===== src/fpc_cfg.svh =====
// Purpose: Offsets, field positions, reset values and timing counts
// Assumes: 32-bit APB, byte addresses
// Notes: Definitions only
`ifndef FPC_CFG_SVH
`define FPC_CFG_SVH
`define FPC_OFS_TRIM 8'h00
`define FPC_OFS_CLOCK_DIVISOR_REGISTER 8'h04
`define FPC_OFS_FBD 8'h08
`define FPC_OFS_OSCCTL 8'h0C
`define FPC_PRE_MSB 4
`define FPC_POST_LSB 6
`define FPC_FAST_RC_POSTSCALE_SELECT_LSB 8
`define FPC_LOCK_BIT 5
`define FPC_SWITCH_BIT 0
`define FPC_NEWSRC_LSB 8
`define FPC_CURSRC_LSB 12
`define FPC_PRE_RST 5'h00
`define FPC_POST_RST 2'h1
`define FPC_FAST_RC_POSTSCALE_SELECT_RST 3'h0
`define FPC_FBD_RST 9'h030
`define FPC_TRIM_RST 6'h00
`define FPC_SRC_FRC 3'h0
`define FPC_SRC_FAST_RC_WITH_PLL_MODE 3'h1
`define FPC_SRC_POSC 3'h2
`define FPC_SRC_POSCPLL 3'h3
`define FPC_SRC_DIV16 3'h6
`define FPC_SRC_DIVN 3'h7
`define FPC_DIV16_CODE 3'h4
`define FPC_OST_EDGES 1024
`define FPC_CLK_MHZ 20
`define FPC_LOCK_US 50
`define FPC_LOCK_CYC (`FPC_LOCK_US * `FPC_CLK_MHZ)
`endif


===== src/fpc_pkg.sv =====
// Purpose: Types shared by the clock control files
// Assumes: Constants come from fpc_cfg.svh
// Notes: Types only
package fpc_pkg;
  typedef logic [2:0] fpc_src_t;
  typedef enum logic [1:0] {FPC_IDLE, FPC_OST, FPC_LOCKING, FPC_LOCKED} fpc_lock_st_t;
endpackage


===== src/fpc_lock_if.sv =====
// Purpose: Carries lock control between the controller and the lock timer
// Assumes: Single clock domain
// Notes: start and abort are one-cycle pulses
`timescale 1ns/100ps
interface fpc_lock_if;
  logic start;
  logic abort;
  logic need_ost;
  logic osc_edge;
  logic clk_ready;
  logic locked;
  modport ctl (output start, output abort, output need_ost, output osc_edge,
               input clk_ready, input locked);
  modport tmr (input start, input abort, input need_ost, input osc_edge,
               output clk_ready, output locked);
endinterface // fpc_lock_if


===== src/fpc_postscaler.sv =====
// Purpose: Divides a stream of oscillator edge pulses by a coded ratio
// Assumes: edge_in is a one-cycle pulse per oscillator cycle
// Notes: Codes 0..6 divide by 2**code, code 7 by 256
`timescale 1ns/100ps
`include "fpc_cfg.svh"
module fpc_postscaler (
  input wire logic pclk,
  input wire logic presetn,
  input wire logic edge_in,
  input wire logic [2:0] sel,
  output logic tick
);
  import fpc_pkg::*;
  logic [7:0] cnt_q;
  logic [7:0] last;
  // Terminal count from the code; code 7 jumps to 255, a divide by 256
  assign last = (sel == 3'h7) ? 8'hFF : 8'((9'h001 << sel) - 9'h001);
  assign tick = edge_in && (cnt_q >= last);
  // Counter restarts on terminal count, so a ratio change settles quickly
  always_ff @(posedge pclk or negedge presetn) begin
    if (!presetn) begin
      cnt_q <= 8'h00;
    end else if (edge_in) begin
      cnt_q <= (cnt_q >= last) ? 8'h00 : cnt_q + 8'h01;
    end
  end
endmodule // fpc_postscaler


===== src/fpc_lock_timer.sv =====
// Purpose: Start-up count for the crystal, then lock interval for the PLL
// Assumes: osc_edge pulses once per crystal cycle
// Notes: abort drops the flag at once
`timescale 1ns/100ps
`include "fpc_cfg.svh"
module fpc_lock_timer (
  input wire logic pclk,
  input wire logic presetn,
  fpc_lock_if.tmr lk
);
  import fpc_pkg::*;
  fpc_lock_st_t st_q;
  logic [10:0] ost_q;
  logic [15:0] lck_q;
  assign lk.locked = (st_q == FPC_LOCKED);
  assign lk.clk_ready = (st_q != FPC_OST);
  // Crystal waits its start-up count first; internal RC counts lock at once
  always_ff @(posedge pclk or negedge presetn) begin
    if (!presetn) begin
      st_q <= FPC_IDLE;
      ost_q <= 11'h000;
      lck_q <= 16'h0000;
    end else if (lk.abort) begin
      st_q <= FPC_IDLE;
    end else if (lk.start) begin
      st_q <= lk.need_ost ? FPC_OST : FPC_LOCKING;
      ost_q <= 11'h000;
      lck_q <= 16'h0000;
    end else begin
      case (st_q)
        FPC_OST: begin
          if (lk.osc_edge) begin
            ost_q <= ost_q + 11'h001;
            if (ost_q == 11'(`FPC_OST_EDGES - 1)) begin
              st_q <= FPC_LOCKING;
            end
          end
        end
        FPC_LOCKING: begin
          lck_q <= lck_q + 16'h0001;
          if (lck_q == 16'(`FPC_LOCK_CYC - 1)) begin
            st_q <= FPC_LOCKED;
          end
        end
        default: st_q <= st_q;
      endcase
    end
  end
endmodule // fpc_lock_timer


===== src/fpc_clock_ctrl.sv =====
// Purpose: Fast RC trim, postscaler, PLL divider and lock control
// Assumes: APB slave on pclk; oscillator edges arrive as pins
// Notes: Analog oscillator and VCO live outside this block
// Operation
// - Six-bit RC trim, 30 kHz steps
// - RC clock usable immediately, no start-up count
// - Reset source codes 111, 110, 001, 000; the strap loads any three-bit code as given
// - Postscaler resets to divide by one
// - Postscaled RC output may feed PLL
// - N1 equals input divide field plus 2
// - M equals feedback field plus 2
// - N2 equals twice output field plus two
// - Output is input times M over N1 N2
// - Reset dividers N1 2, N2 4, M 50
// - Lock interval after PLL-affecting changes
// - Lock count starts when input reaches PLL
// - Read-only lock flag, cleared on PLL switch
// - Crystal start-up timer counts 1024 cycles
`timescale 1ns/100ps
`include "fpc_cfg.svh"
module fpc_clock_ctrl (
  input wire logic pclk,
  input wire logic presetn,
  input wire logic psel,
  input wire logic penable,
  input wire logic pwrite,
  input wire logic [7:0] paddr,
  input wire logic [31:0] pwdata,
  output logic [31:0] prdata,
  output logic pready,
  output logic pslverr,
  input wire logic [2:0] initial_source_select,
  input wire logic frc_osc_in,
  input wire logic posc_osc_in,
  output logic [5:0] frequency_trim_code,
  output logic frc_enable,
  output logic frc_ready,
  output fpc_pkg::fpc_src_t current_source,
  output logic sys_clk_tick,
  output logic pll_ref_tick,
  output logic pll_selected,
  output logic [5:0] pll_n1,
  output logic [9:0] pll_m,
  output logic [3:0] pll_n2,
  output logic [8:0] pll_n1n2,
  output logic pll_lock
);
  import fpc_pkg::*;

  fpc_lock_if lk ();

  // Two-flop synchronisers on all pins; edge detect compares stage two with stage three
  logic [2:0] strap_s1_q, strap_s2_q;
  logic frc_s1_q, frc_s2_q, frc_s3_q;
  logic posc_s1_q, posc_s2_q, posc_s3_q;
  always_ff @(posedge pclk or negedge presetn) begin
    if (!presetn) begin
      strap_s1_q <= 3'h0;
      strap_s2_q <= 3'h0;
      {frc_s1_q, frc_s2_q, frc_s3_q} <= 3'h0;
      {posc_s1_q, posc_s2_q, posc_s3_q} <= 3'h0;
    end else begin
      strap_s1_q <= initial_source_select;
      strap_s2_q <= strap_s1_q;
      {frc_s1_q, frc_s2_q, frc_s3_q} <= {frc_osc_in, frc_s1_q, frc_s2_q};
      {posc_s1_q, posc_s2_q, posc_s3_q} <= {posc_osc_in, posc_s1_q, posc_s2_q};
    end
  end

  logic frc_edge, posc_edge;
  assign frc_edge = frc_s2_q && !frc_s3_q;
  assign posc_edge = posc_s2_q && !posc_s3_q;

  // Software-visible state
  logic [5:0] trim_q;
  logic [4:0] pre_q;
  logic [1:0] post_q;
  logic [2:0] fast_rc_postscale_select_q;
  logic [8:0] fbd_q;
  fpc_src_t cur_q;
  fpc_src_t nsrc_q;
  logic [1:0] boot_q;
  logic [31:0] rdata_q;

  // APB decode: zero wait states, unmapped address answers with an error
  logic setup_ph, access_ph, wr_en;
  logic hit_trim, hit_div, hit_fbd, hit_osc, hit_any;
  assign setup_ph = psel && !penable;
  assign access_ph = psel && penable;
  assign hit_trim = (paddr == `FPC_OFS_TRIM);
  assign hit_div = (paddr == `FPC_OFS_CLOCK_DIVISOR_REGISTER);
  assign hit_fbd = (paddr == `FPC_OFS_FBD);
  assign hit_osc = (paddr == `FPC_OFS_OSCCTL);
  assign hit_any = hit_trim || hit_div || hit_fbd || hit_osc;
  assign wr_en = access_ph && pwrite && hit_any;
  assign pready = access_ph;
  assign pslverr = access_ph && !hit_any;
  assign prdata = rdata_q;

  // Source classes
  logic cur_pll, dst_pll, switch_req, boot_done, div_wr_pll;
  fpc_src_t dst_src;
  assign dst_src = fpc_src_t'(pwdata[`FPC_NEWSRC_LSB +: 3]);
  assign switch_req = wr_en && hit_osc && pwdata[`FPC_SWITCH_BIT];
  assign cur_pll = (cur_q == `FPC_SRC_FAST_RC_WITH_PLL_MODE) || (cur_q == `FPC_SRC_POSCPLL);
  assign dst_pll = (dst_src == `FPC_SRC_FAST_RC_WITH_PLL_MODE) || (dst_src == `FPC_SRC_POSCPLL);
  assign boot_done = (boot_q == 2'h3);
  // Divider writes under PLL restart the lock rather than trust software
  assign div_wr_pll = cur_pll && wr_en && (hit_div || hit_fbd);

  // Read mux, captured in the setup cycle; lock and source are read-only
  logic [31:0] rd_mux;
  assign rd_mux = hit_trim ? {26'h0, trim_q} :
                  hit_div ? {21'h0, fast_rc_postscale_select_q, post_q, 1'b0, pre_q} :
                  hit_fbd ? {23'h0, fbd_q} :
                  hit_osc ? {17'h0, cur_q, 1'b0, nsrc_q, 2'h0,
                             lk.locked, 5'h00} : 32'h0;
  always_ff @(posedge pclk or negedge presetn) begin
    if (!presetn) begin
      rdata_q <= 32'h0;
    end else if (setup_ph) begin
      rdata_q <= rd_mux;
    end
  end

  // Trim register
  always_ff @(posedge pclk or negedge presetn) begin
    if (!presetn) begin
      trim_q <= `FPC_TRIM_RST;
    end else if (wr_en && hit_trim) begin
      trim_q <= pwdata[5:0];
    end
  end

  // Divider registers; reset values give N1 2, N2 4, M 50
  always_ff @(posedge pclk or negedge presetn) begin
    if (!presetn) begin
      pre_q <= `FPC_PRE_RST;
      post_q <= `FPC_POST_RST;
      fast_rc_postscale_select_q <= `FPC_FAST_RC_POSTSCALE_SELECT_RST;
    end else if (wr_en && hit_div) begin
      pre_q <= pwdata[`FPC_PRE_MSB:0];
      post_q <= pwdata[`FPC_POST_LSB +: 2];
      fast_rc_postscale_select_q <= pwdata[`FPC_FAST_RC_POSTSCALE_SELECT_LSB +: 3];
    end
  end

  always_ff @(posedge pclk or negedge presetn) begin
    if (!presetn) begin
      fbd_q <= `FPC_FBD_RST;
    end else if (wr_en && hit_fbd) begin
      fbd_q <= pwdata[8:0];
    end
  end

  // Strap is taken at the third edge, when stage two holds the pin, not reset
  always_ff @(posedge pclk or negedge presetn) begin
    if (!presetn) begin
      boot_q <= 2'h0;
      cur_q <= `FPC_SRC_FRC;
      nsrc_q <= `FPC_SRC_FRC;
    end else if (!boot_done) begin
      boot_q <= boot_q + 2'h1;
      if (boot_q == 2'h2) begin
        cur_q <= strap_s2_q;
        nsrc_q <= strap_s2_q;
      end
    end else if (switch_req) begin
      cur_q <= dst_src;
      nsrc_q <= dst_src;
    end
  end

  // Lock control: start on PLL boot or switch, abort on non-PLL switch
  logic boot_pll;
  assign boot_pll = (boot_q == 2'h2) &&
                    ((strap_s2_q == `FPC_SRC_FAST_RC_WITH_PLL_MODE) || (strap_s2_q == `FPC_SRC_POSCPLL));
  assign lk.start = boot_pll || (switch_req && dst_pll) || div_wr_pll;
  assign lk.abort = switch_req && !dst_pll;
  assign lk.need_ost = boot_pll ? (strap_s2_q == `FPC_SRC_POSCPLL)
                                : (div_wr_pll ? (cur_q == `FPC_SRC_POSCPLL)
                                              : (dst_src == `FPC_SRC_POSCPLL));
  assign lk.osc_edge = posc_edge;

  fpc_lock_timer u_lock (
    .pclk(pclk),
    .presetn(presetn),
    .lk(lk)
  );

  // Postscaled RC and fixed divide-by-sixteen
  logic divn_tick, div16_tick;
  fpc_postscaler u_divn (
    .pclk(pclk),
    .presetn(presetn),
    .edge_in(frc_edge),
    .sel(fast_rc_postscale_select_q),
    .tick(divn_tick)
  );
  fpc_postscaler u_div16 (
    .pclk(pclk),
    .presetn(presetn),
    .edge_in(frc_edge),
    .sel(`FPC_DIV16_CODE),
    .tick(div16_tick)
  );

  // Clock selection; RC paths need no start-up gating
  logic ref_sel, sys_sel;
  assign ref_sel = (cur_q == `FPC_SRC_POSCPLL) ? (posc_edge && lk.clk_ready)
                                               : divn_tick;
  assign sys_sel = (cur_q == `FPC_SRC_FRC) ? frc_edge :
                   (cur_q == `FPC_SRC_DIV16) ? div16_tick :
                   (cur_q == `FPC_SRC_DIVN) ? divn_tick :
                   (cur_q == `FPC_SRC_POSC) ? posc_edge : 1'b0;

  // Ratios: N1 = pre+2, M = fbd+2, N2 = 2(post+1)
  logic [5:0] n1_w;
  logic [3:0] n2_w;
  assign n1_w = {1'b0, pre_q} + 6'h02;
  // N2 reaches 8 for field value 3, so it needs four bits
  assign n2_w = {1'b0, post_q, 1'b0} + 4'h2;

  // Registered outputs; divide is left to the analog loop using these ratios
  always_ff @(posedge pclk or negedge presetn) begin
    if (!presetn) begin
      sys_clk_tick <= 1'b0;
      pll_ref_tick <= 1'b0;
      pll_n1 <= 6'h00;
      pll_m <= 10'h000;
      pll_n2 <= 4'h0;
      pll_n1n2 <= 9'h000;
    end else begin
      sys_clk_tick <= sys_sel;
      pll_ref_tick <= cur_pll && ref_sel;
      pll_n1 <= n1_w;
      pll_m <= {1'b0, fbd_q} + 10'h002;
      pll_n2 <= n2_w;
      pll_n1n2 <= {3'h0, n1_w} * {5'h00, n2_w};
    end
  end

  assign frequency_trim_code = trim_q;
  assign frc_enable = (cur_q != `FPC_SRC_POSC) && (cur_q != `FPC_SRC_POSCPLL);
  assign frc_ready = frc_enable;
  assign current_source = cur_q;
  assign pll_selected = cur_pll;
  assign pll_lock = lk.locked;
endmodule // fpc_clock_ctrl


===== config.mk =====
export PLATFORM = sky130hd
export DESIGN_NAME = fpc_clock_ctrl
export DESIGN_NICKNAME = d
export VERILOG_FILES = /design/src/fpc_pkg.sv /design/src/fpc_lock_if.sv /design/src/fpc_postscaler.sv /design/src/fpc_lock_timer.sv /design/src/fpc_clock_ctrl.sv
export VERILOG_INCLUDE_DIRS = /design/src
export SDC_FILE = /design/constraint.sdc
export NUM_CORES = 1
export LEC_CHECK = 0
export CELL_PAD_IN_SITES_DETAIL_PLACEMENT = 0
export CELL_PAD_IN_SITES_GLOBAL_PLACEMENT = 1
export CORE_MARGIN = 2
export CORE_UTILIZATION = 40
export CTS_CLUSTER_SIZE = 16
export DETAILED_ROUTE_END_ITERATION = 10
export DONT_BUFFER_PORTS = 1
export GPL_ROUTABILITY_DRIVEN = 0
export HOLD_SLACK_MARGIN = 0.08
export PLACE_DENSITY = 0.79
export RECOVER_POWER = 50
export SLEW_MARGIN = 20
export SYNTH_ARGS = -nofsm -noshare
export SYNTH_HDL_FRONTEND = slang
export SYNTH_SLANG_ARGS = --single-unit

===== constraint.sdc =====
create_clock -name pclk -period 3.7 [get_ports pclk]
set_clock_uncertainty 0.2 [all_clocks]
set_input_delay 0.185 -clock pclk [delete_from_list [all_inputs] [get_ports pclk]]
set_output_delay 0.185 -clock pclk [all_outputs]
set_load 0.01 [all_outputs]

Word level (Yosys, flattened, before mapping)
Index checks and enable logic that the tools add are counted.
W data, S select, Z words.
- multiply operators: 1
- $lt $le $gt $ge: 2
- bitwise logic cells: 1
- equal/unequal tests: 27
- add/subtract/negate cells: 9
- reduce and logical (&&, ||, !) cells: 47
- shift operators: 1
- mux-type cells: 29
- operator list (operator ; number):
    $mux W15 ; 4
    $mux W11 ; 3
    $mux W16 ; 2
    $mux W8 ; 3
    $logic_and A1 B1 Y1 ; 22
    $add A16 B1 Y16 const B ; 1
    $add A8 B1 Y8 const B ; 2
    $eq A16 B10 Y1 const B ; 1
    $eq A8 B4 Y1 const B ; 2
    $eq A3 B2 Y1 const B ; 4
    $mux W2 ; 6
    $add A11 B1 Y11 const B ; 1
    $eq A11 B10 Y1 const B ; 1
    $add A9 B2 Y10 const B ; 1
    $eq A3 B1 Y1 const B ; 3
    $eq A3 B3 Y1 const B ; 3
    $logic_or A1 B1 Y1 ; 9
    $mul A6 B4 Y9 ; 1
    $mux W3 ; 3
    $eq A2 B2 Y1 const B ; 4
    $eq A8 B3 Y1 const B ; 1
    $ge A8 B4 Y1 const B ; 1
    $ge A8 B8 Y1 ; 1
    $logic_not A8 Y1 ; 1
    other kinds (21) ; 37
- bits in registers: 150
- logic and storage cells: 144
- bits of input ports: 50
- output and inout port bits: 78

Longest topological paths before layout
Gate-level depths: netlist (run 1).
- depth after elaboration: 12
- depth in mapped cells: 15
- gate-level depth less buffers: 13

Hierarchy
Synthesis (run 1) repeated with hierarchy kept, for this count alone.
- cell total of the unflattened synthesis: 693
- area total of the unflattened synthesis: 7149.4 um^2
- by module, submodules not included (module ; times used ; area an instance (um^2) ; cells each ; seq. area each (um^2)):
    fpc_clock_ctrl ; 1 ; 4058.9 ; 331 ; 2130.8
    fpc_lock_timer ; 1 ; 1631.6 ; 176 ; 725.7
    fpc_postscaler ; 2 ; 729.4 ; 93 ; 200.2

Worst setup path before layout (run 1)
Ideal clock, no wire load.
- path kind: reg2reg
- start point: register fast_rc_postscale_select_q[2]
- end point: register sys_clk_tick
- slack: 486 ps
- cell stages (with the launch flop): 16
- setup time: 120 ps
- data required time: 3380 ps
- period minus slack after synthesis: 3214 ps
- path buffers: 2
- arrival: 2894 ps
- cells stage by stage: dfrtp_1 > clkbuf_1 > nor2_1 > nand2_1 > ha_1 > nor2b_1 > a21oi_1 > o221ai_1 > ha_1 > a21oi_1 > nor2b_1 > a2111oi_0 > o31a_1 > clkbuf_1 > a21oi_1 > a41o_1
- longest elaborated chain between the ends: 8
- elaborated cells between the ends (all ways): 9
- those cells by class: 1 x add/sub; 1 x order compare; 1 x eq/ne; 1 x shift; 4 x mux; 1 x reduce/logical
- ends and longest elaborated chain (what ; line ; text):
    start, declared ; fpc_clock_ctrl.sv:78 ; logic [2:0] fast_rc_postscale_select_q;
    start signal, assigned ; fpc_clock_ctrl.sv:140 ; fast_rc_postscale_select_q <= `FPC_FAST_RC_POSTSCALE_SELECT_RST;
    start signal, assigned ; fpc_clock_ctrl.sv:144 ; fast_rc_postscale_select_q <= pwdata[`FPC_FAST_RC_POSTSCALE_SELECT_LSB +: 3];
    $shl A1 B3 Y8 ; fpc_postscaler.sv:17 ; assign last = (sel == 3'h7) ? 8'hFF : 8'((9'h001 << sel) - 9'h001);
    $sub A8 B1 Y8 ; fpc_postscaler.sv:17 ;
    $mux W8 (*) ; fpc_postscaler.sv:17 ;
    $ge A8 B8 Y1 (*) ; fpc_postscaler.sv:18 ; assign tick = edge_in && (cnt_q >= last);
    $logic_and A1 B1 Y1 (*) ; fpc_postscaler.sv:18 ;
    $mux W1 (*) ; fpc_clock_ctrl.sv:214 ; (cur_q == `FPC_SRC_DIVN) ? divn_tick :
    $mux W1 (*) ; fpc_clock_ctrl.sv:213 ; (cur_q == `FPC_SRC_DIV16) ? div16_tick :
    $mux W1 (*) ; fpc_clock_ctrl.sv:212 ; assign sys_sel = (cur_q == `FPC_SRC_FRC) ? frc_edge :
    named net sys_sel ; fpc_clock_ctrl.sv:209 ; logic ref_sel, sys_sel;
    end signal, assigned ; fpc_clock_ctrl.sv:234 ; sys_clk_tick <= sys_sel;
    end, declared ; fpc_clock_ctrl.sv:39 ; output logic sys_clk_tick,
The timed path passes the listed nets; every way through them passes the cells marked *.
A chain may end at the register's enable or synchronous reset.

Worst setup path in the final report (run 1)
Same ends and word-level chain as after synthesis.

==> results.yml, run 1 <==
pwr:
  p_int_mw: 2.760
  peakVddDrop_v: 0.0003347
  power_frac_seq: 0.428
  swShare: 0.2548
  clockPowerShare: 0.480
  switchingPower_uw: 943.8
  p_comb_frac: 0.092
  p_leak_nw: 3.592
  powerDensity_mw_per_mm2: 487.7
  p_total_mw: 3.704
timing:
  finalCriticalPeriod_ns: 3.446
  slew_headroom: -0.1634
  fmax_mhz: 290.2
  fin_setup_tns_ns: 0
  slew_violations: 131
  min_period_over_period: 0.9313
  hold_viol_final: 0
  setup_viol: 0
  worstMarginPinSlew_ns: 1.745
  rsz0062_at_grt: "no"
routing:
  routedWlPerCell_um: 16.89
  drtIter0Drc: 330
  drt_pass1_iterations: 4
  via_count: 4672
  route.detailed.drc: 0
  ant_nets: 0
  routed_wl_um: 14860
  via_per_inst: 5.309
finish:
  fill_cells: 1483
  stdcell_area_mm2: 0.007594
  layout.nets: 738
  drive_above_1_share: 0.1039
  fin_cells: 880
  antennaDiodeCount: 0
  syn2layout_area_growth_pct: 15.38
worst_setup_path:
  path_buf_inv: 0
  critPathArrivalTime_ns: 3.55
  crit_path_max_incr_delay_ns: 0.48
  startpoint: "fast_rc_postscale_select_q[2]"
  cp_max_fo: 11
  cp-start-kind: "flop"
  crit_required_ns: 3.81
  end_kind: "flop"
  critPathCapture: "sys_clk_tick"
  cp.depth: 13
  worstRegToRegCells: 13
  cp_slowest_cell: "dfrtp_1"
  reg2reg_slack_ns: 0.25
  crit_type: "reg2reg"
  crit_chain: "nor2_1, nand2_1, ha_1, nor2b_1, a21oi_1, o221ai_1, ha_1, a21oi_1, nor2b_1, a2111oi_0, o31a_1, a21oi_1, a41o_1"
  critPathTopFamily: "compound AO/OA/AOI/OAI gates"
  crit_top_cell: "a21oi_1"
  r2r_start: "fast_rc_postscale_select_q[2]"
  r2r_end: "sys_clk_tick"
global_routing:
  grt_use_total: 0.1775
  grt_max_degree: 131
  grt_antenna_before_repair: 0
  grt_pass1_vias: 4684
  grt_pass1_wl_um: 24520
  grt_overflow: 0
die:
  fp.dieW_um: 132.3
  row_count: 46
  dieArea_mm2: 0.01750
  initial_core_util: 0.4113
  io_pins: 128
  core_mm2: 0.01600
  die_y_um: 132.3
synth:
  synth_top_area_share: 0.4829
  yosys_warnings: 0
  ys_types: 61
  yosys_register_bits: 130
  synth_flop_cell: "dfrtp_1"
  async_reset_ff_frac: 1.000
  synth_area_leader_cell: "dfrtp_1"
  synth.most_common_cell: "dfrtp_1"
  ys_top_cells_by_count: "dfrtp_1, nand2_1, nor2_1"
  synth_area_per_cell_um2: 10.56
  synth.top_cells.by_area: "dfrtp_1, ha_1, mux2_2, nand2_1, o21ai_0"
  synth_edf_count: 0
  synth_area_mm2: 0.006581
  synth_seq_area_share: 0.4949
  synthCells: 623
run_status:
  status: "complete, but fails checks"
  violations: "capacitance limit, slew limit"
flow_run:
  maxCapViolations: 1
placement:
  hpwl_um: 10310
  placed_cell_area_mm2: 0.006690
  placed_cells_incl_taps: 820
  portBuffers: 0
clock_network:
  cts_resized: 0
  cts_buffers: 17
  htree_levels: 4
  clk_latency_ns: 0.43
  cts_sinks: 130
  tritoncts: "built"
  clk_pin_slew_worst_paths_ns: 0.06
  clockBufferDepth: 2
  postCtsSetupRepairBufs: 0
  root_buffer: "clkbuf_16"
worst_hold_path:
  hold_class: "in2reg"
==> sequential cells by signal, indices dropped and copies added (netlist names), 3 cells and up <==
signal,flops
u_divn.cnt_q,8
nsrc_q,3
pll_m,10
fast_rc_postscale_select_q,3
strap_s1_q,3
pll_n1,6
fbd_q,9
u_div16.cnt_q,8
frequency_trim_code,6
u_lock.lck_q,16
prdata,14
strap_s2_q,3
u_lock.ost_q,11
pll_n1n2,8
pre_q,5
pll_n2,3
==> layer usage <==
metal  track usage  vias up  share of wire
li1              -     2210              -
met1        0.2343     2323           0.45
met2        0.2772      127           0.48
met3       0.05306       12          0.057
met4       0.06571        0          0.011
met5             0        -              0
==> stage by stage <==
stage | worst slack [ns] | utilization | hold slack [ns]
2_1_floorplan | 0.4860 | - | -0.3106
3_3_place_gp | 0.4240 | 0.4181 | -0.3073
3_5_place_dp | 0.2750 | 0.4181 | -0.3076
4_1_cts | 0.2596 | 0.4758 | 0.09205
5_1_grt | 0.008729 | 0.4746 | 0.1069
6_report | 0.2544 | 0.4746 | 0.08624
==> logic make-up after synthesis <==
family / after synthesis / synth area share
compound gates: 105 / 0.1046
buf+inv: 57 / 0.04734
xor+xnor: 33 / 0.04392
other cells: 1 / 0.0005698
flops: 130 / 0.4949
fa+ha+maj: 37 / 0.07605
mux: 32 / 0.05342
simple gates: 228 / 0.1793
==> cell usage in the layout, fill, tap and decap left out, types with 4 or more instances in the layout <==
cell / instances
dfrtp_1: 127
nand2_1: 69
nor2_1: 36
o21ai_0: 35
ha_1: 32
dlygate4sd3_1: 27
mux2_2: 25
nand3_1: 23
xor2_1: 20
conb_1: 20
a21oi_1: 19
inv_1: 17
clkbuf_16: 17
and2_1: 16
nand4_1: 16
xnor2_1: 13
nor2b_1: 12
and3_1: 11
nand2b_1: 9
a22o_1: 8
a22oi_1: 7
o31ai_1: 7
mux2i_1: 7
or3_1: 6
a21o_1: 5
nor3_1: 5
fa_1: 5
clkinv_2: 5
nor4_1: 4
and4_1: 4
bufinv_16: 4
==> worst min-delay path by stage <==
stage                                        end  cells after the start                     start  slack, ns
after detailed placement  frequency_trim_code[2]                      0                   presetn      -0.31
final                     frequency_trim_code[0]                      2                  paddr[3]       0.09
after global routing               strap_s1_q[0]                      1  initial_source_select[0]       0.11
after floorplan                        boot_q[0]                      0                   presetn      -0.31
after CTS                 frequency_trim_code[0]                      2                  paddr[3]       0.09
after global placement    frequency_trim_code[2]                      0                   presetn      -0.31
==> area by class of cell <==
cell class	instances	area [um2]	share of cell area
inverter	17	63.81	0.008403
clock inverter	14	186.4	0.02455
clock buffer	18	439.2	0.05783
sequential	130	3257	0.4289
multi-input combinational	455	3084	0.4062
timing repair buffer	30	292.8	0.03856
tap	216	270.3	0.03559
==> power groups by stage <==
| stage | Clock, mW | Sequential [mW] | Combinational, mW |
|---|---|---|---|
| finish | 1.78 | 1.58 | 0.341 |
| global route | 1.87 | 1.60 | 0.384 |
| CTS | 1.80 | 1.58 | 0.339 |
| detailed placement | 0 | 1.60 | 0.276 |
| global placement | 0 | 1.60 | 0.267 |
| floorplan | 0 | 1.58 | 0.241 |
==> repair_timing <==
action,CTS,global route
endpoints found under the hold margin,181,0
endpoints found under the setup margin,0,0
hold buffers,28,0
(Power assumes the default switching activity.)
==> run 2: changes to the inputs <==
==> constraint.sdc (replaced) <==
create_clock -name pclk -period 3.7 [get_ports pclk]
set_clock_uncertainty 0.2 [all_clocks]
set_input_delay 0.37 -clock pclk [delete_from_list [all_inputs] [get_ports pclk]]
set_output_delay 0.37 -clock pclk [all_outputs]
set_load 0.01 [all_outputs]
==> results.yml, run 2 (same netlist as run 1, synthesis figures left out) <==
run_status:
  status: "complete, but fails checks"
  violations: "capacitance limit, slew limit"
worst_setup_path:
  crit_required_ns: 3.84
  cp-start-kind: "flop"
  critPathArrivalTime_ns: 3.49
  r2r_end: "pll_n1n2[8]"
  end_kind: "flop"
  critPathCapture: "pll_n1n2[8]"
  worstRegToRegCells: 10
  r2r_start: "post_q[0]"
  cp_max_fo: 7
  reg2reg_slack_ns: 0.35
  crit_type: "reg2reg"
  startpoint: "post_q[0]"
finish:
  fin_cells: 876
  antennaDiodeCount: 0
  final_cell_mix: "dfrtp_1, nand2_1, nor2_1, o21ai_0, ha_1"
  drive_above_1_share: 0.1061
  stdcell_area_mm2: 0.007579
  final_util: 0.4736
  syn2layout_area_growth_pct: 15.15
  layout_commonest_cell: "dfrtp_1"
  fill_cells: 1503
  largest_register_ffs: 16
  layout.nets: 734
  regMostFlops: "u_lock.lck_q"
clock_network:
  root_buffer: "clkbuf_16"
  tritoncts: "built"
  cts_resized: 0
  clk_latency_ns: 0.42
  clockBufferDepth: 2
  cts_sinks: 130
  htree_levels: 4
  cts_buffers: 17
  clk_pin_slew_worst_paths_ns: 0.06
routing:
  drtIter0Drc: 308
  via_per_inst: 5.323
  drt_pass1_iterations: 5
  ant_nets: 0
  via_count: 4663
  routed_wl_um: 14710
  route.detailed.drc: 0
  routedWlPerCell_um: 16.79
pwr:
  powerDensity_mw_per_mm2: 504.6
  p_int_mw: 2.898
  switchingPower_uw: 926.3
  power_frac_seq: 0.413
  p_leak_nw: 3.583
  peakVddDrop_v: 0.0004454
  p_total_mw: 3.824
  clockPowerShare: 0.500
  p_comb_frac: 0.087
  swShare: 0.2422
die:
  die_y_um: 132.3
  core_mm2: 0.01600
  initial_core_util: 0.4113
  row_count: 46
  fp.dieW_um: 132.3
  dieArea_mm2: 0.01750
  io_pins: 128
timing:
  hold_viol_final: 0
  rsz0062_at_grt: "no"
  worstMarginPinSlew_ns: 1.751
  finalCriticalPeriod_ns: 3.355
  setup_viol: 0
  fin_setup_tns_ns: 0
  min_period_over_period: 0.9067
  slew_headroom: -0.1675
  slew_violations: 131
  fin_ws_ns: 0.3452
  hold_ws_ns: 0.09712
  fmax_mhz: 298.1
global_routing:
  grt_use_total: 0.1732
  grt_overflow: 0
  grt_max_degree: 131
  grt_antenna_before_repair: 0
  grt_pass1_wl_um: 24060
  grt_pass1_vias: 4650
worst_hold_path:
  hold_class: "in2reg"
  whs_path_depth: 2
placement:
  placed_cells_incl_taps: 821
  hpwl_um: 10240
  portBuffers: 0
  dp_slack_ns: 0.3114
  placed_cell_area_mm2: 0.006698
flow_run:
  maxCapViolations: 1
run 2: cell types whose count changed in the layout (fill, tap and decap cells not counted), moves of 2 or more:
cell           delta
buf_4             +3
bufinv_16         +2
clkinv_2          -3
clkinv_4          -2
dlygate4sd3_1     -7
run 2: power by group through the flow:
stage / clock [mW] / sequential (mW) / combinational [mW]
2_1_floorplan: 0 / 1.58 / 0.241
3_3_place_gp: 0 / 1.60 / 0.271
3_5_place_dp: 0 / 1.60 / 0.280
4_1_cts: 1.94 / 1.58 / 0.338
5_1_grt: 2.00 / 1.59 / 0.378
6_report: 1.91 / 1.58 / 0.334
run 2: layer usage:
metal / track usage / up-vias / routed length (um) / share of wire
met2: 0.2798 / 122 / 7054 / 0.48
li1: - / 2205 / - / -
met3: 0.04652 / 19 / 822 / 0.056
met1: 0.2239 / 2317 / 6581 / 0.45
met4: 0.06511 / 0 / 253 / 0.017
met5: 0 / - / 0 / 0
run 2: area by class of cell:
| class | count | area, um2 | share of cell area |
|---|---|---|---|
| clock buffer | 19 | 442.9 | 0.05844 |
| clock inverter | 13 | 230.2 | 0.03038 |
| inverter | 17 | 63.81 | 0.008420 |
| multi-input combinational | 455 | 3069 | 0.4050 |
| sequential | 130 | 3257 | 0.4298 |
| tap | 216 | 270.3 | 0.03566 |
| timing repair buffer | 26 | 245.2 | 0.03236 |
run 2: worst min-delay path by stage:
stage	startpoint	endpoint
6_report	penable	fbd_q[0]
5_1_grt	penable	fbd_q[0]
4_1_cts	penable	fbd_q[0]
3_5_place_dp	presetn	frequency_trim_code[2]
3_3_place_gp	presetn	frequency_trim_code[2]
2_1_floorplan	presetn	boot_q[0]
run 2: repair_timing:
item | CTS | global route
hold buffers | 21 | 0
endpoints found under the setup margin | 0 | 4
hold endpoints to repair | 171 | 0
buffers inserted | 0 | 2
run 2: worst max-delay path: stages (launching register included):
cell,delay [ns]
dfstp_1,0.64
ha_1,0.32
nand2_1,0.12
fa_1,0.55
inv_1,0.05
ha_1,0.29
ha_1,0.23
fa_1,0.40
a21o_1,0.20
a21oi_1,0.16
xnor2_1,0.13
